## src/inc/dsg_pkg.sv

```systemverilog
// Package: register map, field positions, reset values for the gate block
package dsg_pkg;

  // ==========================================================================
  // Page base bits [31:20] and register offsets (byte addresses)
  // ==========================================================================
  localparam logic [11:0] SYS_CTRL_BASE_HI = 12'h400;
  localparam logic [11:0] OFF_RUN_GATE = 12'h100;
  localparam logic [11:0] OFF_SLEEP_GATE = 12'h110;
  localparam logic [11:0] OFF_DEEP_GATE = 12'h120;
  localparam logic [11:0] OFF_RUN_CFG = 12'h060;
  localparam logic [11:0] OFF_MODE = 12'h200;
  localparam logic [11:0] OFF_FAULT_LOG = 12'h204;
  localparam logic [11:0] OFF_INT_STATUS = 12'h208;
  localparam logic [11:0] OFF_INT_MASK = 12'h20C;

  // ==========================================================================
  // Gate bit positions and the run-config auto-gate bit
  // ==========================================================================
  localparam int BIT_BUS_UNIT_B = 25;
  localparam int BIT_BUS_UNIT_A = 24;
  localparam int BIT_PWM = 20;
  localparam int BIT_HIBERNATE = 6;
  localparam int BIT_WATCHDOG = 3;
  localparam int BIT_AUTO_GATE = 27;

  localparam logic [31:0] GATE_WR_MASK = 32'h0310_0048;
  localparam logic [31:0] RST_DEEP_GATE = 32'h0000_0040;
  localparam logic [31:0] RST_SLEEP_GATE = 32'h0000_0040;
  localparam logic [31:0] RST_RUN_GATE = 32'h0000_0040;
  localparam logic [31:0] RST_RUN_CFG = 32'h0000_0000;
  localparam logic [31:0] RUN_CFG_WR_MASK = 32'h0800_0000;

  // Unit index for the per-unit enable vector
  localparam int NUM_UNITS = 5;
  localparam int UNIT_WATCHDOG = 0;
  localparam int UNIT_HIBERNATE = 1;
  localparam int UNIT_PWM = 2;
  localparam int UNIT_BUS_A = 3;
  localparam int UNIT_BUS_B = 4;

  // Interrupt status bits
  localparam int INT_FAULT = 0;
  localparam int INT_MODE_CHG = 1;
  localparam int INT_WIDTH = 2;

  typedef enum logic [1:0] {
    DSG_RUN = 2'b00,
    DSG_SLEEP = 2'b01,
    DSG_DEEP = 2'b10
  } dsg_mode_t;

  typedef enum logic [1:0] {
    DSG_IDLE = 2'b00,
    DSG_ACCESS = 2'b01
  } dsg_bus_t;

endpackage : dsg_pkg

```

## src/hdl/dsg_clock_gate.sv

```systemverilog
// Clock gate controller: APB register file, unit enables, fault, interrupt
module dsg_clock_gate (
  input wire logic clk,
  input wire logic reset_n,
  input wire logic psel,
  input wire logic penable,
  input wire logic pwrite,
  input wire logic [31:0] paddr,
  input wire logic [31:0] pwdata,
  output logic [31:0] prdata,
  output logic pready,
  output logic pslverr,
  input wire dsg_pkg::dsg_mode_t powerMode,
  input wire logic unitAccessReq,
  input wire logic [2:0] unitAccessSel,
  output logic unitAccessOk,
  output logic unitBusFault,
  output logic [dsg_pkg::NUM_UNITS-1:0] unitClkEn,
  output logic autoGateSelect,
  output logic irq
);

  typedef struct packed {
    dsg_pkg::dsg_bus_t bus;
    logic [31:0] rdata;
    logic ready;
    logic slverr;
    logic [31:0] runGate;
    logic [31:0] sleepGate;
    logic [31:0] deepGate;
    logic [31:0] runCfg;
    logic [2:0] faultUnit;
    logic [dsg_pkg::INT_WIDTH-1:0] intStatus;
    logic [dsg_pkg::INT_WIDTH-1:0] intMask;
    dsg_pkg::dsg_mode_t lastMode;
    logic accessOk;
    logic busFault;
    logic irq;
  } dsg_state_t;

  dsg_state_t state_ff;
  dsg_state_t nxt_state;
  logic [dsg_pkg::NUM_UNITS-1:0] selEn;
  logic [31:0] offset;
  logic hit;
  logic setFault;
  logic setMode;

  // Register decode: 4 KB system control page, word aligned
  function automatic logic isReg(input logic [31:0] a,
                                 input logic [11:0] off);
    isReg = (a[31:20] == dsg_pkg::SYS_CTRL_BASE_HI) &&
            (a[19:12] == 8'hFE) && (a[11:0] == off);
  endfunction : isReg

  // ==========================================================================
  // Gate source selection
  // ==========================================================================
  dsg_gate_select u_select (
    .clk(clk),
    .reset_n(reset_n),
    .powerMode(powerMode),
    .autoGate(state_ff.runCfg[dsg_pkg::BIT_AUTO_GATE]),
    .runGate(state_ff.runGate),
    .sleepGate(state_ff.sleepGate),
    .deepGate(state_ff.deepGate),
    .unitEn(selEn)
  );

  // ==========================================================================
  // Next state
  // ==========================================================================
  always_comb begin
    nxt_state = state_ff;
    offset = 32'h0000_0000;
    hit = 1'b0;
    setFault = 1'b0;
    setMode = 1'b0;
    nxt_state.ready = 1'b0;
    nxt_state.slverr = 1'b0;
    // Read data only stands in the answer cycle, zero otherwise
    nxt_state.rdata = 32'h0000_0000;
    nxt_state.accessOk = 1'b0;
    nxt_state.busFault = 1'b0;
    nxt_state.lastMode = powerMode;

    // Peripheral access checked against the currently applied enables
    if (unitAccessReq) begin
      if (unitAccessSel < 3'(dsg_pkg::NUM_UNITS) &&
          selEn[unitAccessSel]) begin
        nxt_state.accessOk = 1'b1;
      end else begin
        nxt_state.busFault = 1'b1;
        nxt_state.faultUnit = unitAccessSel;
        setFault = 1'b1;
      end
    end
    if (powerMode != state_ff.lastMode) begin
      setMode = 1'b1;
    end

    unique case (state_ff.bus)
      dsg_pkg::DSG_IDLE: begin
        if (psel && !penable) begin
          nxt_state.bus = dsg_pkg::DSG_ACCESS;
        end
      end
      dsg_pkg::DSG_ACCESS: begin
        // One wait state: answer is registered, then taken on next edge
        if (state_ff.ready) begin
          nxt_state.bus = dsg_pkg::DSG_IDLE;
        end else if (psel && penable) begin
          nxt_state.ready = 1'b1;
          nxt_state.rdata = 32'h0000_0000;
          hit = 1'b1;
          if (isReg(paddr, dsg_pkg::OFF_DEEP_GATE)) begin
            offset = 32'(dsg_pkg::OFF_DEEP_GATE);
            if (pwrite) begin
              // Reserved bits ignore writes
              nxt_state.deepGate = pwdata & dsg_pkg::GATE_WR_MASK;
            end else begin
              nxt_state.rdata = state_ff.deepGate;
            end
          end else if (isReg(paddr, dsg_pkg::OFF_SLEEP_GATE)) begin
            if (pwrite) begin
              nxt_state.sleepGate = pwdata & dsg_pkg::GATE_WR_MASK;
            end else begin
              nxt_state.rdata = state_ff.sleepGate;
            end
          end else if (isReg(paddr, dsg_pkg::OFF_RUN_GATE)) begin
            if (pwrite) begin
              nxt_state.runGate = pwdata & dsg_pkg::GATE_WR_MASK;
            end else begin
              nxt_state.rdata = state_ff.runGate;
            end
          end else if (isReg(paddr, dsg_pkg::OFF_RUN_CFG)) begin
            if (pwrite) begin
              nxt_state.runCfg = pwdata & dsg_pkg::RUN_CFG_WR_MASK;
            end else begin
              nxt_state.rdata = state_ff.runCfg;
            end
          end else if (isReg(paddr, dsg_pkg::OFF_MODE)) begin
            if (!pwrite) begin
              nxt_state.rdata = {30'h0000_0000, powerMode};
            end
          end else if (isReg(paddr, dsg_pkg::OFF_FAULT_LOG)) begin
            if (!pwrite) begin
              nxt_state.rdata = {29'h0000_0000, state_ff.faultUnit};
            end
          end else if (isReg(paddr, dsg_pkg::OFF_INT_STATUS)) begin
            if (!pwrite) begin
              nxt_state.rdata = {30'h0000_0000, state_ff.intStatus};
              // Read clears; events of this same cycle are re-set below
              nxt_state.intStatus = '0;
            end
          end else if (isReg(paddr, dsg_pkg::OFF_INT_MASK)) begin
            if (pwrite) begin
              nxt_state.intMask = pwdata[dsg_pkg::INT_WIDTH-1:0];
            end else begin
              nxt_state.rdata = {30'h0000_0000, state_ff.intMask};
            end
          end else begin
            // Unmapped address answers with an error
            nxt_state.slverr = 1'b1;
          end
        end
      end
      default: nxt_state.bus = dsg_pkg::DSG_IDLE;
    endcase

    // Set wins over the clear-on-read
    if (setFault) begin
      nxt_state.intStatus[dsg_pkg::INT_FAULT] = 1'b1;
    end
    if (setMode) begin
      nxt_state.intStatus[dsg_pkg::INT_MODE_CHG] = 1'b1;
    end
    nxt_state.irq = |(nxt_state.intStatus & nxt_state.intMask);
  end

  // ==========================================================================
  // State register
  // ==========================================================================
  always_ff @(posedge clk or negedge reset_n) begin
    if (!reset_n) begin
      state_ff <= '0;
      state_ff.runGate <= dsg_pkg::RST_RUN_GATE;
      state_ff.sleepGate <= dsg_pkg::RST_SLEEP_GATE;
      state_ff.deepGate <= dsg_pkg::RST_DEEP_GATE;
      state_ff.runCfg <= dsg_pkg::RST_RUN_CFG;
      state_ff.lastMode <= dsg_pkg::DSG_RUN;
    end else begin
      state_ff <= nxt_state;
    end
  end

  assign prdata = state_ff.rdata;
  assign pready = state_ff.ready;
  assign pslverr = state_ff.slverr;
  assign unitAccessOk = state_ff.accessOk;
  assign unitBusFault = state_ff.busFault;
  assign unitClkEn = selEn;
  assign autoGateSelect = state_ff.runCfg[dsg_pkg::BIT_AUTO_GATE];
  assign irq = state_ff.irq;

endmodule : dsg_clock_gate

```

## src/hdl/dsg_gate_select.sv

```systemverilog
// Gate source selector: picks run, sleep or deep-sleep gate word per mode
module dsg_gate_select (
  input wire logic clk,
  input wire logic reset_n,
  input wire dsg_pkg::dsg_mode_t powerMode,
  input wire logic autoGate,
  input wire logic [31:0] runGate,
  input wire logic [31:0] sleepGate,
  input wire logic [31:0] deepGate,
  output logic [dsg_pkg::NUM_UNITS-1:0] unitEn
);

  typedef struct packed {
    logic [dsg_pkg::NUM_UNITS-1:0] en;
  } dsg_sel_state_t;

  dsg_sel_state_t state_ff;
  dsg_sel_state_t nxt_state;
  logic [31:0] word;

  function automatic logic [dsg_pkg::NUM_UNITS-1:0] unitsOf(
    input logic [31:0] w
  );
    unitsOf = {w[dsg_pkg::BIT_BUS_UNIT_B], w[dsg_pkg::BIT_BUS_UNIT_A],
               w[dsg_pkg::BIT_PWM], w[dsg_pkg::BIT_HIBERNATE],
               w[dsg_pkg::BIT_WATCHDOG]};
  endfunction : unitsOf

  // ==========================================================================
  // Selection
  // ==========================================================================
  always_comb begin
    word = runGate;
    // Without auto gating, low-power modes keep the run settings
    if (autoGate) begin
      unique case (powerMode)
        dsg_pkg::DSG_SLEEP: word = sleepGate;
        dsg_pkg::DSG_DEEP: word = deepGate;
        default: word = runGate;
      endcase
    end
    nxt_state.en = unitsOf(word);
  end

  always_ff @(posedge clk or negedge reset_n) begin
    if (!reset_n) begin
      state_ff <= '0;
    end else begin
      state_ff <= nxt_state;
    end
  end

  assign unitEn = state_ff.en;

endmodule : dsg_gate_select

```

## config.mk

```make
export PLATFORM = sky130hd
export DESIGN_NAME = dsg_clock_gate
export DESIGN_NICKNAME = d
export VERILOG_FILES = /design/src/inc/dsg_pkg.sv /design/src/hdl/dsg_clock_gate.sv /design/src/hdl/dsg_gate_select.sv
export SDC_FILE = /design/constraint.sdc
export NUM_CORES = 1
export LEC_CHECK = 0
export CAP_MARGIN = 20
export CORE_MARGIN = 2
export CORE_UTILIZATION = 30
export CTS_BUF_LIST = sky130_fd_sc_hd__clkbuf_16
export CTS_CLUSTER_SIZE = 30
export DETAILED_ROUTE_END_ITERATION = 10
export DONT_BUFFER_PORTS = 1
export GPL_TIMING_DRIVEN = 1
export HOLD_SLACK_MARGIN = 0.05
export SYNTH_ARGS = -nofsm -noshare
export SYNTH_HDL_FRONTEND = slang
export SYNTH_HIERARCHICAL = 1
export SYNTH_SLANG_ARGS = --single-unit
```

## constraint.sdc

```tcl
create_clock -name clk -period 3.2 [get_ports clk]
set_input_delay 0.64 -clock clk [delete_from_list [all_inputs] [get_ports clk]]
set_output_delay 0.64 -clock clk [all_outputs]
set_load 0.005 [all_outputs]
```

==> results.sh, run 1 <==
export IMPL_cts_max_path_buffers=2
export IMPL_p_leak_nw=1.12
export IMPL_first_pass_iters=4
export IMPL_worstPathArrival_ns=3.00
export IMPL_yosysTopAreaCell="dfrtp_1"
export IMPL_fp_coreArea_um2=8090
export IMPL_ant_nets=0
export IMPL_synth_top_area_share=0.424
export IMPL_vdd_drop_max_v=0.000215
export IMPL_finish_net_count=280
export IMPL_use_met1=0.129
export IMPL_die_area_um2=9010
export IMPL_powerDensity_nw_per_um2=473
export IMPL_synth_edf_count=0
export IMPL_hold_violations=0
export IMPL_status="completed"
export IMPL_post_cts_buffers=0
export IMPL_track_usage=0.120
export IMPL_reg2reg_to="irq"
export IMPL_rr_worst_depth=6
export IMPL_die_w_um=94.9
export IMPL_top_usage_layer="met2"
export IMPL_grtUsageMet3=0.0519
export IMPL_crit_required_ns=3.37
export IMPL_numPortBuffers=0
export IMPL_antenna_found_initial=0
export IMPL_tns_ns=0
export IMPL_met2_usage=0.215
export IMPL_rsz0062_at_grt="no"
export IMPL_vias=1498
export IMPL_clkSlewWorstSetupHoldPaths_ns=0.06
export IMPL_gr_total_overflow=0
export IMPL_synth_most_common_cell="dfrtp_1"
export IMPL_clock_root_buffer="clkbuf_16"
export IMPL_clkSinkCount=45
export IMPL_n_antenna_cell=0
export IMPL_place_congestion=0.845
export IMPL_cts_resized=0
export IMPL_ys_flop_type="dfrtp_1"
export IMPL_final_layout_size_suffix_gt1_frac=0.240
export IMPL_final_max_slew_viol_count=0
export IMPL_wl_mm=5.15
export IMPL_ctsHtreeMaxLevel=2
export IMPL_ys_top_cells_by_count="dfrtp_1 (42), buf_4 (32), mux2_2 (17), a22o_1 (7)"
export IMPL_hpwl_mm=3.95
export IMPL_cp_cell_sequence="or4_1 > or4_4 > or3b_1 > nor3_4 > mux2_1"
export IMPL_stdcell_area_um2=2630
export IMPL_area_growth_pct=6.01
export IMPL_finalSetupViolCount=0
export IMPL_netlist_area_um2=2480
export IMPL_avgSynthCellArea_um2=12.0
export IMPL_fin_ws_ns=0.366
export IMPL_min_path_type="input pin to asynchronous set/reset pin"
export IMPL_relSlewSlack=0.629
export IMPL_fin_crit_ns=2.83
export IMPL_ys_seq_area_frac=0.456
export IMPL_grt_pass1_wl_mm=8.03
export IMPL_synth_area_leaders="dfrtp_1 (42%), buf_4 (9.7%), mux2_2 (7.7%)"
export IMPL_clock_latency_ns=0.28
export IMPL_min_period_over_period=0.886
export IMPL_fin_worst_skew_ns=0.00581
export IMPL_pre_cts_slack_ns=0.0554
export IMPL_grt_pass1_vias=1510
export IMPL_initial_utilization=0.306
export IMPL_maxCapViolCount=0
export IMPL_cts_made_buffers=5
export IMPL_fillers=840
export IMPL_max_freq_mhz=353
export IMPL_cts_tree="yes"
export IMPL_criticalPathCategory="input pin to flop"
export IMPL_placed_cells=300
export IMPL_boundaryPins=118
export IMPL_yosys_register_bits=45
export IMPL_timing_rr_start="pready"
export IMPL_grt_max_degree=43
export IMPL_detail_route_wl_per_cell_um=16.7
export IMPL_synth_async_reset_ratio=1.00
export IMPL_cpMaxStageDelayCell="or4_4"
export IMPL_hold_ws_ns=0.198
export IMPL_synth_warning_count=6
export IMPL_placed_area_um2=2440
export IMPL_worstPathMaxFanout=7
export IMPL_ys_types=52
export IMPL_netlist_instances=207
export IMPL_stdcell_count=309
export IMPL_ff2ff_setup_slack_ns=1.00
export IMPL_power_total_mw=1.24
export IMPL_rows=33
export IMPL_die_y_um=94.9
export IMPL_tightest_slew_ns=0.552
export IMPL_via_per_inst=4.85
export IMPL_drt_iter0_drc=66
export IMPL_cp_start_kind="input pin"
export IMPL_cp_slowest_stage_delay_ns=0.56
export IMPL_fin_util=0.325
export IMPL_hold_buffers=1
export IMPL_drc=0
export IMPL_end_kind="flop"
[report_power, final]
group / switching, mW / internal (mW)
registers: 0.0109 / 0.585
clock network: 0.209 / 0.365
logic: 0.0417 / 0.0307
total: 0.261 / 0.981
[metal layers]
metal  routed length, µm  vias to the layer above
met4                  50                        0
met3                 399                        6
met1                1910                      761
met5                   0                        -
met2                2790                       38
li1                    -                      693
[cell usage in the layout, fill, tap and decap left out, drive strengths merged, types with 2 or more instances in the layout]
cell,count
nor4bb,3
conb,23
xor2,2
nor2,6
or3,2
ha,2
and2,2
nor2b,3
nand2,6
nor3,8
clkbuf,5
mux2i,6
nand4,4
or4b,2
a22oi,2
o2bb2ai,5
nor4,3
buf,4
a21oi,3
dfstp,3
mux2,28
nor3b,2
a22o,7
dfrtp,42
or4,3
inv,4
nor4b,3
nand3,3
nand4b,2
[critical path: cells and delay by family]
kind             cells  cell delay [ns]
AND/OR/NAND/NOR      4             2.01
multiplexers         1             0.36
[logic make-up after synthesis]
family	after synthesis	synth area share
AO/OA/AOI/OAI	20	0.0641
XOR/XNOR	2	0.00707
adder cells (fa/ha/maj)	2	0.0101
buffers and inverters	41	0.117
flip-flops	45	0.456
multiplexers	35	0.168
other	1	0.00151
AND/OR/NAND/NOR	61	0.177
[cell type report]
type,count,area [µm²],area share
inverter,4,15.0,0.00571
clock buffer,5,125,0.0476
clock inverter,3,41.3,0.0157
multi-input combinational,143,1140,0.435
tap,105,131,0.0500
timing repair buffer,4,42.5,0.0162
sequential,45,1130,0.430
[state kept, by name, summed over array words and instances (netlist names)]
signal and flops:
unitAccessOk 1, pready 1, pslverr 1, prdata 9, autoGateSelect 1, state_ff 25
irq 1, unitBusFault 1, u_select/unitEn 5
[worst max-delay path by stage]
stage                    from      endpoint  slack [ns]
floorplan           paddr[21]  state_ff[47]        0.26
global placement    paddr[21]  state_ff[64]        0.06
detailed placement  paddr[24]  state_ff[69]        0.06
CTS                 paddr[24]  state_ff[69]        0.35
global route        paddr[24]  state_ff[69]        0.26
finish              paddr[24]  state_ff[69]        0.37
No activity file was read; power rests on OpenSTA's default activity.
==> inputs of run 2 (changes only) <==
Settings changed: CAP_MARGIN 20 to 30, CORE_ASPECT_RATIO set to 1.1.
==> results.sh, run 2 (synthesis results as in run 1) <==
export IMPL_ctsHtreeMaxLevel=2
export IMPL_n_antenna_cell=0
export IMPL_area_growth_pct=5.96
export IMPL_clkSlewWorstSetupHoldPaths_ns=0.06
export IMPL_maxCapViolCount=0
export IMPL_drt_iter0_drc=47
export IMPL_detail_route_wl_per_cell_um=16.2
export IMPL_finalSetupViolCount=0
export IMPL_ff2ff_setup_slack_ns=0.99
export IMPL_ant_nets=0
export IMPL_timing_rr_start="pready"
export IMPL_worstPathArrival_ns=3.01
export IMPL_cts_made_buffers=5
export IMPL_cts_max_path_buffers=2
export IMPL_stdcell_area_um2=2630
export IMPL_cpMaxStageDelayCell="or4_4"
export IMPL_worstPathMaxFanout=7
export IMPL_rr_worst_depth=6
export IMPL_grt_max_degree=24
export IMPL_crit_required_ns=3.36
export IMPL_pre_cts_slack_ns=0.0471
export IMPL_p_leak_nw=1.12
export IMPL_numPortBuffers=0
export IMPL_max_freq_mhz=352
export IMPL_fin_ws_ns=0.356
export IMPL_grt_pass1_vias=1502
export IMPL_clock_latency_ns=0.28
export IMPL_largest_reg_flops=25
export IMPL_rows=34
export IMPL_vias=1489
export IMPL_grt_pass1_wl_mm=8.04
export IMPL_regMostFlops="state_ff"
export IMPL_die_area_um2=9010
export IMPL_p_int_mw=0.898
export IMPL_reg2reg_to="irq"
export IMPL_cts_tree="yes"
export IMPL_pwr_share_seq=0.522
export IMPL_via_per_inst=4.73
export IMPL_cp_cell_sequence="or4_1 > or4_4 > or3b_1 > nor3_4 > mux2_1"
export IMPL_min_period_over_period=0.889
export IMPL_hold_violations=0
export IMPL_powerDensity_nw_per_um2=435
export IMPL_p_switching_mw=0.243
export IMPL_hpwl_mm=3.93
export IMPL_first_pass_iters=4
export IMPL_clkPwrFrac=0.413
export IMPL_seq_area_um2=1130
export IMPL_antenna_found_initial=0
export IMPL_final_max_slew_viol_count=0
export IMPL_criticalPathCategory="input pin to flop"
export IMPL_place_congestion=0.816
export IMPL_tns_ns=0
export IMPL_multi_input_area_um2=1140
export IMPL_placed_area_um2=2440
export IMPL_boundaryPins=118
export IMPL_min_path_type="input pin to asynchronous set/reset pin"
export IMPL_layout_common_cells="dfrtp_1 (42), conb_1 (23), mux2_2 (17), a22o_1 (7)"
export IMPL_p_sw_frac=0.213
export IMPL_post_cts_buffers=0
export IMPL_cp_slowest_stage_delay_ns=0.55
export IMPL_tightest_slew_ns=0.607
export IMPL_fin_crit_ns=2.84
export IMPL_track_usage=0.114
export IMPL_clock_root_buffer="clkbuf_16"
export IMPL_drc=0
export IMPL_relSlewSlack=0.594
export IMPL_die_y_um=99.3
export IMPL_combPwrFrac=0.065
export IMPL_rsz0062_at_grt="no"
export IMPL_wl_mm=5.10
export IMPL_initial_utilization=0.312
export IMPL_end_kind="flop"
export IMPL_die_w_um=90.7
export IMPL_finish_net_count=283
export IMPL_fin_worst_skew_ns=0.00412
export IMPL_fp_coreArea_um2=7960
export IMPL_hold_ws_ns=0.203
export IMPL_fillers=805
export IMPL_cp_start_kind="input pin"
export IMPL_vdd_drop_max_v=0.000174
export IMPL_final_common_cell="dfrtp_1"
export IMPL_clkSinkCount=45
export IMPL_gr_total_overflow=0
export IMPL_status="completed"
export IMPL_final_layout_size_suffix_gt1_frac=0.227
[run 2: through the flow]
step / total power [mW] / instances / utilization
after floorplan: 0.675 / 229 / -
after global placement: 0.665 / 303 / 0.307
after detailed placement: 0.666 / 303 / 0.307
after CTS: 1.16 / 314 / 0.328
after global routing: 1.19 / 315 / 0.330
final: 1.14 / 315 / 0.330
[run 2: worst max path at each step]
| stage | start | to | slack, ns | cells past startpoint |
|---|---|---|---|---|
| global route | paddr[24] | state_ff[68] | 0.28 | 5 |
| floorplan | paddr[21] | state_ff[47] | 0.26 | 6 |
| global placement | paddr[21] | state_ff[47] | 0.06 | 5 |
| detailed placement | paddr[24] | state_ff[64] | 0.05 | 5 |
| finish | paddr[24] | state_ff[64] | 0.36 | 5 |
| CTS | paddr[24] | state_ff[64] | 0.34 | 5 |
[run 2: power groups by stage]
stage | Combinational [mW] | Clock [mW] | Sequential [mW]
3_3_place_gp | 0.0586 | 0 | 0.606
5_1_grt | 0.0855 | 0.508 | 0.599
3_5_place_dp | 0.0587 | 0 | 0.607
4_1_cts | 0.0734 | 0.487 | 0.597
6_report | 0.0740 | 0.471 | 0.596
2_1_floorplan | 0.0720 | 0 | 0.603
[run 2: area by class of cell]
type	count	area share
clock buffers	5	0.0476
well taps	108	0.0515
flip-flops and latches	45	0.430
inverters	4	0.00572
clock inverters	3	0.00429
multi-input cells	143	0.435
repair buffers	7	0.0257
[run 2: critical path, delay by kind of cell]
| family | cells | cell delay [ns] |
|---|---|---|
| muxes | 1 | 0.36 |
| and+or+nand+nor | 4 | 2.00 |
[run 2: repair_timing]
| action | 4_1_cts | 5_1_grt |
|---|---|---|
| resized for setup | 0 | 0 |
| hold buffers | 3 | 0 |
| endpoints found under the setup margin | 0 | 0 |
| hold endpoints to repair | 23 | 0 |
[run 2: per-layer routing]
layer	part of all wire	track usage
met5	0	0
met2	0.53	0.199
met3	0.093	0.0538
met1	0.38	0.126
met4	0.0041	0.0284
